$ cat config.mk
export PLATFORM = sky130hd
export DESIGN_NAME = alarm_logic
export DESIGN_NICKNAME = d
export VERILOG_FILES = /design/src/alarm_pkg.sv /design/src/alarm_channel_filter.sv /design/src/alarm_logic.sv
export SDC_FILE = /design/constraint.sdc
export NUM_CORES = 1
export LEC_CHECK = 0
export ABC_AREA = 1
export BUFFER_PORTS_ARGS = -buffer_cell sky130_fd_sc_hd__buf_4
export CAP_MARGIN = 0
export CORE_MARGIN = 2
export CORE_UTILIZATION = 35
export CTS_CLUSTER_SIZE = 10
export DETAILED_ROUTE_END_ITERATION = 7
export PLACE_DENSITY_LB_ADDON = 0.12
export SYNTH_ARGS = -nofsm -noshare
export SYNTH_HDL_FRONTEND = slang
export SYNTH_SLANG_ARGS = --single-unit
$ cat constraint.sdc
create_clock -name clk_i -period 8.9 [get_ports clk_i]
set_input_delay 0.89 -clock clk_i [delete_from_list [all_inputs] [get_ports clk_i]]
set_output_delay 0.89 -clock clk_i [all_outputs]
set_load 0.05 [all_outputs]
$ cat src/alarm_pkg.sv
// shared constants and types for the out-of-range alarm logic
package alarm_pkg;

    // ------------------------------------------------------------
    // widths
    // ------------------------------------------------------------
    localparam int unsigned DATA_W     = 12;
    localparam int unsigned THR_W      = 8;
    localparam int unsigned CHAN_W     = 3;
    localparam int unsigned NUM_CHAN   = 8;
    localparam int unsigned LIMIT_W    = 4;
    localparam int unsigned MARGIN_W   = 7;
    localparam int unsigned DAC_W      = 16;
    localparam int unsigned NUM_ALARM  = 11;

    // ------------------------------------------------------------
    // channel and alarm positions
    // ------------------------------------------------------------
    localparam logic [CHAN_W-1:0] CH_EXT_A   = 3'h0;
    localparam logic [CHAN_W-1:0] CH_EXT_B   = 3'h1;
    localparam logic [CHAN_W-1:0] CH_TEMP    = 3'h2;
    localparam logic [CHAN_W-1:0] CH_REF     = 3'h3;
    localparam logic [CHAN_W-1:0] CH_ASUP    = 3'h4;
    localparam logic [CHAN_W-1:0] CH_DSUP    = 3'h5;
    localparam logic [CHAN_W-1:0] CH_CONST   = 3'h6;
    localparam logic [CHAN_W-1:0] CH_OUT_MON = 3'h7;
    localparam int unsigned AL_WARN      = 8;
    localparam int unsigned AL_THERM_ERR = 9;
    localparam int unsigned AL_REF_FLT   = 10;

    // ------------------------------------------------------------
    // fixed limits of the self-diagnostic channels
    // ------------------------------------------------------------
    localparam logic [DATA_W-1:0] REF_LOW    = 12'h6d0;
    localparam logic [DATA_W-1:0] REF_HIGH   = 12'h92f;
    localparam logic [DATA_W-1:0] ASUP_LOW   = 12'h310;
    localparam logic [DATA_W-1:0] ASUP_HIGH  = 12'hd3f;
    localparam logic [DATA_W-1:0] DSUP_LOW   = 12'h9c0;
    localparam logic [DATA_W-1:0] DSUP_HIGH  = 12'hd3f;
    localparam logic [DATA_W-1:0] CONST_LOW  = 12'h690;
    localparam logic [DATA_W-1:0] CONST_HIGH = 12'h8cf;
    localparam logic [3:0]        HIGH_LSBS  = 4'hf;
    localparam logic [3:0]        LOW_LSBS   = 4'h0;
    localparam logic [DATA_W-1:0] CODE_MAX   = 12'hfff;

    // ------------------------------------------------------------
    // output-monitor expected code
    // ------------------------------------------------------------
    localparam logic [6:0]        R0_GAIN    = 7'h71;
    localparam logic [DATA_W:0]   R0_OFFSET  = 13'h1ec;
    localparam logic [6:0]        R1_GAIN    = 7'h52;
    localparam logic [DATA_W:0]   R1_OFFSET  = 13'h28f;
    localparam int unsigned       GAIN_SHIFT = 7;
    localparam logic [DATA_W:0]   MON_WINDOW = 13'h040;

    // ------------------------------------------------------------
    // fault responses, low to high priority
    // ------------------------------------------------------------
    typedef enum logic [1:0] {
        ACT_NONE   = 2'b00,
        ACT_CLEAR  = 2'b01,
        ACT_ALMV   = 2'b10,
        ACT_HIZ    = 2'b11
    } action_t;

    typedef struct packed {
        logic                valid;
        logic [CHAN_W-1:0]   chan;
        logic [DATA_W-1:0]   data;
    } conversion_t;

    typedef struct packed {
        logic [THR_W-1:0]    low;
        logic [THR_W-1:0]    high;
    } threshold_t;

    typedef struct packed {
        action_t             active;
        logic                clear_code;
        logic                use_alarm_voltage;
        logic                alarm_voltage_high;
        logic                buffer_hiz;
    } output_ctrl_t;

    localparam logic [NUM_ALARM-1:0] STATUS_RESET = 11'h000;
    localparam logic                 PIN_IDLE_N   = 1'b1;

endpackage
$ cat src/alarm_channel_filter.sv
// per-channel consecutive-failure filter with release hysteresis
`timescale 1ns/10ps
module alarm_channel_filter
    import alarm_pkg::*;
(
    // clock and reset
    input  wire logic                clk_i,
    input  wire logic                reset_n_i,
    input  wire logic                clk_en_i,
    // conversion of this channel
    input  wire logic                sample_i,
    input  wire logic [DATA_W-1:0]   data_i,
    input  wire logic [DATA_W-1:0]   low_i,
    input  wire logic [DATA_W-1:0]   high_i,
    input  wire logic                force_i,
    // shared settings
    input  wire logic [LIMIT_W-1:0]  limit_i,
    input  wire logic [MARGIN_W-1:0] margin_i,
    // result
    output logic                     alarm_o
);

    // ------------------------------------------------------------
    // compare
    // ------------------------------------------------------------
    logic [LIMIT_W-1:0] fail_cnt_r;
    logic [LIMIT_W-1:0] fail_cnt_nxt;
    logic               alarm_r;
    logic               alarm_nxt;
    logic               out_of_range;
    logic               inside_margin;
    logic [DATA_W:0]    rel_high;
    logic [DATA_W:0]    rel_low;

    // either side counts as the same failure
    assign out_of_range  = (data_i < low_i) || (data_i > high_i) || force_i;
    // margin added to the data, not taken off the high limit, so a wide margin cannot wrap
    assign rel_high      = {1'b0, data_i} + {6'h00, margin_i};
    assign rel_low       = {1'b0, low_i} + {6'h00, margin_i};
    assign inside_margin = (rel_high < {1'b0, high_i}) && ({1'b0, data_i} > rel_low)
                           && !force_i;

    // ------------------------------------------------------------
    // filter state
    // ------------------------------------------------------------
    always_comb begin
        fail_cnt_nxt = fail_cnt_r;
        alarm_nxt    = alarm_r;
        if (sample_i) begin
            if (alarm_r) begin
                if (inside_margin) begin
                    alarm_nxt    = 1'b0;
                    fail_cnt_nxt = '0;
                end
            end else if (out_of_range) begin
                // limit of n needs n+1 failures in a row
                if (fail_cnt_r >= limit_i) begin
                    alarm_nxt    = 1'b1;
                    fail_cnt_nxt = '0;
                end else begin
                    fail_cnt_nxt = fail_cnt_r + 4'h1;
                end
            end else begin
                fail_cnt_nxt = '0;
            end
        end
    end

    always_ff @(posedge clk_i or negedge reset_n_i) begin
        if (!reset_n_i) begin
            fail_cnt_r <= '0;
            alarm_r    <= 1'b0;
        end else if (clk_en_i) begin
            fail_cnt_r <= fail_cnt_nxt;
            alarm_r    <= alarm_nxt;
        end
    end

    assign alarm_o = alarm_r;

endmodule

$ cat src/alarm_logic.sv
// out-of-range alarm logic: filters, thermal and reference flags, output response
//
// Contract
// - alarm voltage made apart from dac; action picks dac, alarm voltage or hi-z
// - forcing alarm voltage or hi-z also flags the output-monitor alarm
// - action none or clear releases output-monitor alarm after its next measurement
// - thermal warning above 85 c and error above 130 c from comparators
// - thermal alarms reported, drive pin, maskable, and steer output response
// - reference fault flag set when reference is off by more than 5 percent
// - each adc channel has its own out-of-range detection and alarm bit
// - alarm only after one more than the configured count of consecutive failures
// - high and low failures both count toward the consecutive limit
// - release only inside thresholds narrowed by hysteresis 0 to 127
// - one failure limit and one hysteresis serve all channels
// - external inputs and temperature alarm below low or above high threshold
// - thresholds 0x000 and 0xfff disable those alarms, the default
// - threshold fields are top eight bits; high lsbs 0xf, low lsbs 0x0
// - fixed limits for reference, analog supply, digital supply, constant voltage
// - output-monitor limits are expected code minus and plus 0x040
// - expected code from top twelve dac bits with range-dependent formula
// - status latched, cleared on read, reasserts; mask only gates pin
// - actions 0 none 1 clear 2 alarm voltage 3 hi-z; highest wins
// - alarm voltage high if enabled polarity pin or polarity bit is one
`timescale 1ns/10ps
module alarm_logic
    import alarm_pkg::*;
(
    // clock and reset
    input  wire logic                     clk_i,
    input  wire logic                     reset_n_i,
    input  wire logic                     clk_en_i,
    // conversion results
    input  wire conversion_t              conversion_i,
    // shared filter settings
    input  wire logic [LIMIT_W-1:0]       consecutive_failure_limit_i,
    input  wire logic [MARGIN_W-1:0]      release_margin_i,
    // thresholds of the external inputs and temperature
    input  wire threshold_t               external_input_a_thr_i,
    input  wire threshold_t               external_input_b_thr_i,
    input  wire threshold_t               temperature_thr_i,
    // dac code for the output monitor
    input  wire logic [DAC_W-1:0]         dac_code_i,
    input  wire logic                     dac_range_i,
    // analog comparator pins
    input  wire logic                     thermal_warning_i,
    input  wire logic                     thermal_error_i,
    input  wire logic                     reference_out_of_window_i,
    // response configuration
    input  wire logic [2*NUM_ALARM-1:0]   fault_response_select_i,
    input  wire logic [NUM_ALARM-1:0]     alarm_mask_i,
    input  wire logic                     polarity_pin_i,
    input  wire logic                     input_b_function_select_i,
    input  wire logic                     fault_level_polarity_bit_i,
    // status access
    input  wire logic                     status_read_i,
    output logic [NUM_ALARM-1:0]          alarm_status_o,
    output logic                          reference_fault_flag_o,
    output logic                          alarm_n_o,
    // output stage control
    output output_ctrl_t                  output_ctrl_o
);

    // ------------------------------------------------------------
    // pin synchronisers
    // ------------------------------------------------------------
    logic [3:0] pin_meta_r;
    logic [3:0] pin_sync_r;
    logic       warn_s;
    logic       err_s;
    logic       ref_s;
    logic       pol_s;

    always_ff @(posedge clk_i or negedge reset_n_i) begin
        if (!reset_n_i) begin
            pin_meta_r <= 4'h0;
            pin_sync_r <= 4'h0;
        end else if (clk_en_i) begin
            pin_meta_r <= {polarity_pin_i, reference_out_of_window_i, thermal_error_i, thermal_warning_i};
            pin_sync_r <= pin_meta_r;
        end
    end

    assign warn_s = pin_sync_r[0];
    assign err_s  = pin_sync_r[1];
    assign ref_s  = pin_sync_r[2];
    assign pol_s  = pin_sync_r[3];

    // ------------------------------------------------------------
    // output-monitor expected code
    // ------------------------------------------------------------
    logic [DATA_W-1:0] dac_top;
    logic [18:0]       scaled;
    logic [DATA_W:0]   expected;
    logic [DATA_W:0]   mon_low_wide;
    logic [DATA_W:0]   mon_high_wide;
    logic [DATA_W-1:0] mon_low;
    logic [DATA_W-1:0] mon_high;

    assign dac_top       = dac_code_i[DAC_W-1 -: DATA_W];
    assign scaled        = dac_top * (dac_range_i ? R1_GAIN : R0_GAIN);
    assign expected      = ({1'b0, scaled[18:GAIN_SHIFT]}
                            + (dac_range_i ? R1_OFFSET : R0_OFFSET)) >> 1;
    // clamp so a window near the rails stays inside the code range
    assign mon_low_wide  = (expected > MON_WINDOW) ? expected - MON_WINDOW : 13'h0000;
    assign mon_high_wide = expected + MON_WINDOW;
    assign mon_low       = mon_low_wide[DATA_W-1:0];
    assign mon_high      = mon_high_wide[DATA_W] ? CODE_MAX : mon_high_wide[DATA_W-1:0];

    // ------------------------------------------------------------
    // per-channel limits
    // ------------------------------------------------------------
    logic [DATA_W-1:0] low_lim  [NUM_CHAN];
    logic [DATA_W-1:0] high_lim [NUM_CHAN];

    assign low_lim[CH_EXT_A]    = {external_input_a_thr_i.low, LOW_LSBS};
    assign high_lim[CH_EXT_A]   = {external_input_a_thr_i.high, HIGH_LSBS};
    assign low_lim[CH_EXT_B]    = {external_input_b_thr_i.low, LOW_LSBS};
    assign high_lim[CH_EXT_B]   = {external_input_b_thr_i.high, HIGH_LSBS};
    assign low_lim[CH_TEMP]     = {temperature_thr_i.low, LOW_LSBS};
    assign high_lim[CH_TEMP]    = {temperature_thr_i.high, HIGH_LSBS};
    assign low_lim[CH_REF]      = REF_LOW;
    assign high_lim[CH_REF]     = REF_HIGH;
    assign low_lim[CH_ASUP]     = ASUP_LOW;
    assign high_lim[CH_ASUP]    = ASUP_HIGH;
    assign low_lim[CH_DSUP]     = DSUP_LOW;
    assign high_lim[CH_DSUP]    = DSUP_HIGH;
    assign low_lim[CH_CONST]    = CONST_LOW;
    assign high_lim[CH_CONST]   = CONST_HIGH;
    assign low_lim[CH_OUT_MON]  = mon_low;
    assign high_lim[CH_OUT_MON] = mon_high;

    // ------------------------------------------------------------
    // response selection
    // ------------------------------------------------------------
    logic [NUM_ALARM-1:0] cond;
    logic [NUM_CHAN-1:0]  adc_alarm;
    action_t              worst;
    output_ctrl_t         ctrl_r;
    output_ctrl_t         ctrl_nxt;
    logic                 mon_force;

    assign cond = {ref_s, err_s, warn_s, adc_alarm};

    always_comb begin
        worst = ACT_NONE;
        for (int i = 0; i < NUM_ALARM; i++) begin
            if (cond[i] && (fault_response_select_i[2*i +: 2] > worst)) begin
                worst = action_t'(fault_response_select_i[2*i +: 2]);
            end
        end
    end

    // output no longer follows the code while forced; the monitor must see that
    assign mon_force = (ctrl_r.active == ACT_ALMV) || (ctrl_r.active == ACT_HIZ);

    always_comb begin
        ctrl_nxt                    = '0;
        ctrl_nxt.active             = worst;
        ctrl_nxt.clear_code         = (worst == ACT_CLEAR);
        ctrl_nxt.use_alarm_voltage  = (worst == ACT_ALMV);
        ctrl_nxt.buffer_hiz         = (worst == ACT_HIZ);
        // pin only steers polarity while input b is not a measurement input
        ctrl_nxt.alarm_voltage_high = (!input_b_function_select_i && pol_s)
                                      || fault_level_polarity_bit_i;
    end

    // ------------------------------------------------------------
    // channel filters
    // ------------------------------------------------------------
    generate
        for (genvar c = 0; c < NUM_CHAN; c++) begin : g_chan
            alarm_channel_filter u_filter (
                .clk_i     (clk_i),
                .reset_n_i (reset_n_i),
                .clk_en_i  (clk_en_i),
                .sample_i  (conversion_i.valid && (conversion_i.chan == CHAN_W'(c))),
                .data_i    (conversion_i.data),
                .low_i     (low_lim[c]),
                .high_i    (high_lim[c]),
                .force_i   ((c == CH_OUT_MON) && mon_force),
                .limit_i   (consecutive_failure_limit_i),
                .margin_i  (release_margin_i),
                .alarm_o   (adc_alarm[c])
            );
        end
    endgenerate

    // ------------------------------------------------------------
    // status, pin and output registers
    // ------------------------------------------------------------
    logic [NUM_ALARM-1:0] status_r;
    logic [NUM_ALARM-1:0] status_nxt;
    logic                 alarm_n_r;

    // a live condition beats the read clear
    assign status_nxt = (status_read_i ? STATUS_RESET : status_r) | cond;

    always_ff @(posedge clk_i or negedge reset_n_i) begin
        if (!reset_n_i) begin
            status_r  <= STATUS_RESET;
            alarm_n_r <= PIN_IDLE_N;
            ctrl_r    <= '0;
        end else if (clk_en_i) begin
            status_r  <= status_nxt;
            alarm_n_r <= ~|(status_nxt & ~alarm_mask_i);
            ctrl_r    <= ctrl_nxt;
        end
    end

    assign alarm_status_o         = status_r;
    assign reference_fault_flag_o = status_r[AL_REF_FLT];
    assign alarm_n_o              = alarm_n_r;
    assign output_ctrl_o          = ctrl_r;

endmodule

# == Word level (Yosys, flattened, before mapping) ==
# Cells that the tools add are included.
# word_totals
out_inout_bits,19
inputBits,135
register_bits,66
# classes
n_mul,1
magnitude_cmp,50
add_sub_neg,20
n_reduce_logical,61
n_bitwise,3
muxes,80
eq_ne,20
# ops
operator,n
$mux W4,32
$gt A12 B13 Y1,8
$add A12 B7 Y13,5
$lt A13 B12 Y1,4
$gt A12 B12 Y1,4
$lt A12 B12 Y1,4
$lt A13 B12 Y1 const B,3
$gt A12 B12 Y1 const B,3
$add A4 B1 Y4 const B,8
$ge A4 B4 Y1,8
$mux W1,32
$logic_and A1 B1 Y1,29
$add A11 B7 Y12 const A,2
$lt A12 B11 Y1 const B,2
$mux W12,2
$reduce_and A3 Y1,8
$mux W2,11
$gt A2 B2 Y1,10
$mul A12 B7 Y19,1
$ne A2 B2 Y1 const B,8
$reduce_and A2 Y1,8
$add A12 B10 Y13,1
$add A12 B7 Y13 const A,1
$add A12 B7 Y13 const B,1
other kinds (21),40

# == Longest topological paths before layout ==
# depth
depth_word,34
mapped_depth,76
ltp_nobuf,76

# == By module ==
# Synthesis repeated with hierarchy kept, for this count alone.
# unflattened
hier_cells,3645
area_unflattened_um2,23991.8
# by_module_without_submodules
module,seq_area_each_um2,cells_each,area_per_inst_um2,n_inst
alarm_channel_filter (g_chan[0].u_filter ...),125.1,370,2413.6,4
alarm_channel_filter (g_chan[3].u_filter ...),125.1,371,2414.8,2
alarm_logic,651.9,672,4648.2,1
alarm_channel_filter (g_chan[4].u_filter),125.1,381,2433.6,1
alarm_channel_filter (g_chan[6].u_filter),125.1,370,2426.1,1

# == Least setup slack after synthesis ==
# No wires, ideal clock.
# synth_path
kind,input to register
startpoint,in dac_range_i
endpoint,reg g_chan[7].u_filter.fail_cnt_r[0]
slack_ns,-0.422
cell_stages,57
setup_time_ns,0.076
n_path_buf,2
t_arrival_ns,9.246
cell_sequence,clkbuf_1 buf_1 nor2_1 fa_1 inv_1 fa_1 inv_1 ha_1 inv_1 fa_1 inv_1 ha_1 nand2_1 nand2_1 nand2_1 nand3_2 a31oi_1 xnor2_1 [... 21 more ...] nor2_1 nor2_1 o21bai_1 a21oi_1 inv_1 nand4_1 o31a_1 ha_1 inv_1 nor2_1 nand2_1 o21ai_0 nand2_1 nor4_1 nand2_1 a21boi_4 nand3_1 o21ai_1
# synth_between
elab_chain_len,11
word_cells_on_any_way,22
# synth_lines
element,line_no,text
from (decl),alarm_logic.sv:43,"input wire logic dac_range_i,"
$mux W6,alarm_logic.sv:100,assign scaled = dac_top * (dac_range_i ? R1_GAIN : R0_GAIN);
$mul A12 B7 Y19,alarm_logic.sv:100,
$add A12 B10 Y13 *,alarm_logic.sv:102,+ (dac_range_i ? R1_OFFSET : R0_OFFSET)) >> 1;
$sub A12 B7 Y12 or $gt A12 B7 Y1 (tied branches),alarm_logic.sv:104,assign mon_low_wide = (expected > MON_WINDOW) ? expected - MON_WINDOW : 13'h0000;
$mux W12,alarm_logic.sv:104,
$add A12 B7 Y13,alarm_channel_filter.sv:39,"assign rel_low = {1'b0, low_i} + {6'h00, margin_i};"
$gt A12 B13 Y1,alarm_channel_filter.sv:40,"assign inside_margin = (rel_high < {1'b0, high_i}) && ({1'b0, data_i} > rel_low)"
$logic_and A1 B1 Y1,alarm_channel_filter.sv:40,
$logic_and A1 B1 Y1,alarm_channel_filter.sv:41,&& !force_i;
$ne A2 B2 Y1 (no line),-,
$reduce_and A3 Y1 (no line),-,
to (signal assigned),alarm_channel_filter.sv:74,fail_cnt_r <= fail_cnt_nxt;
to (decl),alarm_channel_filter.sv:26,logic [LIMIT_W-1:0] fail_cnt_r;
# Every way passes the cells marked *; elsewhere a longest branch is shown, timed or not.
# A chain may end at the register's enable or synchronous reset.

# == Final worst setup path ==
# layout_path
startpoint,in fault_response_select_i[1]
endpoint,"reg ctrl_r, in the netlist output_ctrl_o[0]"
# layout_between
elab_chain_len,34
# layout_lines
element,line_no,text
from (decl),alarm_logic.sv:49,"input wire logic [2*NUM_ALARM-1:0] fault_response_select_i,"
$gt A2 B1 Y1,alarm_logic.sv:147,if (cond[i] && (fault_response_select_i[2*i +: 2] > worst)) begin
$logic_and A1 B1 Y1,alarm_logic.sv:147,
$mux W2 *,alarm_logic.sv:147,
$gt A2 B2 Y1,alarm_logic.sv:147,
$logic_and A1 B1 Y1,alarm_logic.sv:147,
$mux W2 *,alarm_logic.sv:147,
$gt A2 B2 Y1,alarm_logic.sv:147,
$logic_and A1 B1 Y1,alarm_logic.sv:147,
[... 18 more ...],-,
$mux W2 *,alarm_logic.sv:147,
$gt A2 B2 Y1,alarm_logic.sv:147,
$logic_and A1 B1 Y1,alarm_logic.sv:147,
$mux W2 *,alarm_logic.sv:147,
$gt A2 B2 Y1,alarm_logic.sv:147,
$logic_and A1 B1 Y1,alarm_logic.sv:147,
$mux W2 *,alarm_logic.sv:147,
$eq A2 B2 Y1 *,alarm_logic.sv:161,ctrl_nxt.buffer_hiz = (worst == ACT_HIZ);
to (signal assigned),alarm_logic.sv:206,ctrl_r <= ctrl_nxt;
to (decl),alarm_logic.sv:138,output_ctrl_t ctrl_r;
# Marked as above.

==> impl_metrics.tcl <==
set metrics [dict create \
    run_status "finished, violations left" \
    failed_checks "setup timing" \
    numPortBuffers 149 \
    area_growth_pct 30.67 \
    final_period_minus_worst_setup_slack_ns 9.005 \
    relSlewSlack_pct 30.49 \
    clockBufferDepth 2 \
    synth.yosys.seq_area_share_pct 13.21 \
    share_comb_of_total_power_pct 86.9 \
    grtUsageTotal_pct 20.15 \
    number_of_antenna_violations_at_the_first_check_in_global_routing 3 \
    power_switching_share_pct 49.22 \
    post_route_insts_no_fill 2555 \
    place_inst 2506 \
    gp_routability_congestion 0.8458 \
    post_synth.cell_area_avg_um2 7.074 \
    wirelength_mm 37.70 \
    starting_utilization_of_the_core_area_pct 35.35 \
    worst_hold_startpoint "pin_meta_r[2]" \
    fill_cells 3640 \
    drc_marker_count_from_the_first_detailed_route_iteration 488 \
    post-synth-top-area-fraction_pct 28.60 \
    final-max-slew-violation-count 0 \
    core_region_area_mm2 0.03540 \
    fin_setup_tns_ns -0.3800 \
    drc 0 \
    count_of_max_cap_constraint_violations 0 \
    avgViaCountPerCell 4.891 \
    ctsHtreeMaxLevel 3 \
    synth_top_cells_by_count "nand2_1 (355), inv_1 (301), ha_1 (286)" \
    cts_made_buffers 9 \
    route.antenna.remaining_nets 0 \
    drt_first_pass_iters 5 \
    ys_dominant_reg_cell "dfrtp_1" \
    cts.root.buffer_cell "clkbuf_16" \
    dp.final_hpwl_mm 30.60 \
    distinct_cells_synth 69 \
    power.net_switching_w 0.003000 \
    ir_drop_mv 0.3351 \
    edff_count_synth 0 \
    critical_path.most_common_cell "nand2_1" \
    cp_data_required_time_ns 9.14 \
    startpoint_of_the_most_critical_setup_path "fault_response_select_i[1]" \
    timing.critical_path.to_type "flop" \
    clock_insertion_delay_worst_skew_ns 0.35 \
    fin_worst_skew_ns 0.01225 \
    asyncSetResetFlopFracSynth_pct 100.0 \
    synthMostInstantiatedCell "nand2_1" \
    timing.critical_path.slowest_cell_delay_ns 0.30 \
    clk_transition_reported_paths_ns 0.07 \
    detailroute.via_count 12500 \
    post-route-util_pct 46.19 \
    layout_setup_ws_ns -0.1053 \
    fin_crit_sh_pct 101.2 \
    first_global_vias 12240 \
    multi_input_comb_area_mm2 0.01021 \
    critPathTopFamily "simple AND/OR/NAND/NOR gates" \
    floorplan.io_pins 154 \
    hold_viol 0 \
    syn-instance-count 1769 \
    post_route_cells_drive_above_1_share_pct 24.99 \
    power_report.internal_total_w 0.003095 \
    seq_power_share_pct 7.0 \
    grt_setup_unrepaired "yes" \
    grt_overflow_total 0 \
    synthTopCellsByArea "ha_1 (29%), dfrtp_1 (13%), nand2_1 (11%)" \
    cp.arrival_ns 9.24 \
    clock_network_fraction_of_design_power_pct 6.1 \
    leakagePower_nw 8.821 \
    timing.setup.critical_path_class "in -> reg" \
    worstHoldPathType "reg -> reg" \
    std_cell_rows 69 \
    critical_path.n_buffers_inverters 11 \
    cts_num_sinks 66 \
    first_pass_grt_wire_length_mm 59.90 \
    synth_register_bits 66 \
    seq_area_mm2 0.001653 \
    setup.worst_path.start_class "primary input" \
    synthDominantAreaCellType "ha_1" \
    largest_driver_fanout_on_the_critical_path 3 \
    worst_margin_pin_slew_ns 1.032 \
    area_of_the_die_mm2 0.03728 \
    final_net_count 2539 \
    timing.rr.start "g_chan[0].u_filter.alarm_o" \
    fmax_mhz 111.0 \
    die_span_y_um 193.1 \
    cpMaxStageDelayCell "ha_1" \
    die_width_um 193.1 \
    cts_tree "built" \
    drt-wirelength-per-cell_um 14.75 \
    mappedNetlistArea_mm2 0.01251 \
    setup_viol_count_final 5 \
    grt_start_max_net_pins 67 \
    power.density_cell_area_mw_per_mm2 372.8 \
    yosysWarnings 0 \
]
[power by group through the flow]
stage	Sequential, W	Clock [W]	Combinational (W)
final	0.000427	0.000371	0.00530
after global routing	0.000438	0.000394	0.00602
after CTS	0.000427	0.000378	0.00493
after detailed placement	0.000429	0	0.00481
after global placement	0.000428	0	0.00472
after floorplan	0.000472	0	0.00301
[path summary, 6_finish.rpt]
path	slack [ns]	endpoint	depth (start not counted)
worst max-delay path	-0.11	output_ctrl_o[0]	74
worst min-delay path	0.47	pin_meta_r[2]	2
worst max register to register	0.04	output_ctrl_o[0]	73
worst min register to register	0.47	pin_meta_r[2]	2
max in group asynchronous	7.63	g_chan[0].u_filter.fail_cnt_r[2]	1
min in group asynchronous	0.65	alarm_status_o[9]	1
[cells in the final DEF, fill, tap and decap left out, drive strengths merged, types with 2 or more instances in the layout]
cell,synthesis,routed
a2111oi,2,2
a21boi,5,6
a21o,6,6
a21oi,145,145
a221oi,5,5
a31o,4,4
a31oi,11,11
and2,3,3
and3,2,2
buf,4,317
clkbuf,8,10
clkinv,2,4
clkinvlp,0,2
conb,1,2
dfrtp,65,65
fa,30,30
ha,286,286
inv,307,309
nand2,380,380
nand3,88,88
nand3b,5,5
nand4,31,31
nor2,137,137
nor3,15,15
nor4,4,4
o2111ai,2,2
o211ai,13,13
o21a,8,8
o21ai,100,100
o21bai,11,11
o22ai,3,3
o31ai,5,5
or2,6,6
xnor2,17,17
xor2,42,42
[layer usage]
layer / GRT usage (%) / up-vias / wire, um / part of all wire, %
li1: - / 6541 / - / -
met1: 26.24 / 5683 / 17450 / 46
met2: 35.19 / 217 / 17870 / 47
met3: 2.878 / 51 / 1624 / 4.3
met4: 4.487 / 4 / 724 / 1.9
met5: 0 / - / 27 / 0.072
[cell families (layout without fill, tap and decap cells)]
kind of cell | Yosys count | after routing | synth area share (%)
AND/OR/NAND/NOR | 673 | 673 | 23.60
adder cells (fa/ha/maj) | 316 | 316 | 33.40
XOR/XNOR | 59 | 59 | 4.190
AO/OA/AOI/OAI | 333 | 334 | 15.90
flip-flops | 66 | 66 | 13.21
other | 1 | 3 | 0.02997
buffers and inverters | 321 | 643 | 9.679
[repair_timing]
action / 4_1_cts / 5_1_grt
cloned: 1 / 1
endpoints found under the setup margin: 10 / 10
setup buffers: 20 / 11
pin swaps: 36 / 95
hold buffers: 0 / 0
gates resized for setup: 46 / 94
[flip-flops by register name, summed over array words and instances (netlist names)]
name                        count
alarm_n_o                       1
output_ctrl_o                   6
g_chan.u_filter.alarm_o         8
pin_sync_r                      4
g_chan.u_filter.fail_cnt_r     32
alarm_status_o                 11
pin_meta_r                      4
[through the flow]
stage | hold WS (ns) | setup slack [ns] | area, um2 | total power (W)
after global routing | 0.5053 | -0.9104 | 16350 | 0.006849
after CTS | 0.4745 | -0.06511 | 15890 | 0.005739
after global placement | 0.4557 | -0.6067 | 15270 | 0.005147
after floorplan | 0.4422 | 0.01917 | 12600 | 0.003478
final | 0.4748 | -0.1053 | 16350 | 0.006096
after detailed placement | 0.4590 | -0.8676 | 15270 | 0.005235
[layout make-up]
type	count	share of cell area, %
Clock inverter	7	0.4668
Timing Repair Buffer	318	14.94
Inverter	309	7.132
Clock buffer	9	1.377
Sequential cell	66	10.11
Multi-Input combinational cell	1384	62.43
Antenna cell	1	0.01530
Tap cell	461	3.528
[worst reg2reg max path, delay by kind of cell, from the launching register on]
family          cells  cell delay, ns
fa+ha+maj          10            2.73
simple gates       36            3.23
compound gates     17            1.84
buf+inv            10            0.53
flops               1            0.45
(Power assumes the default switching activity.)
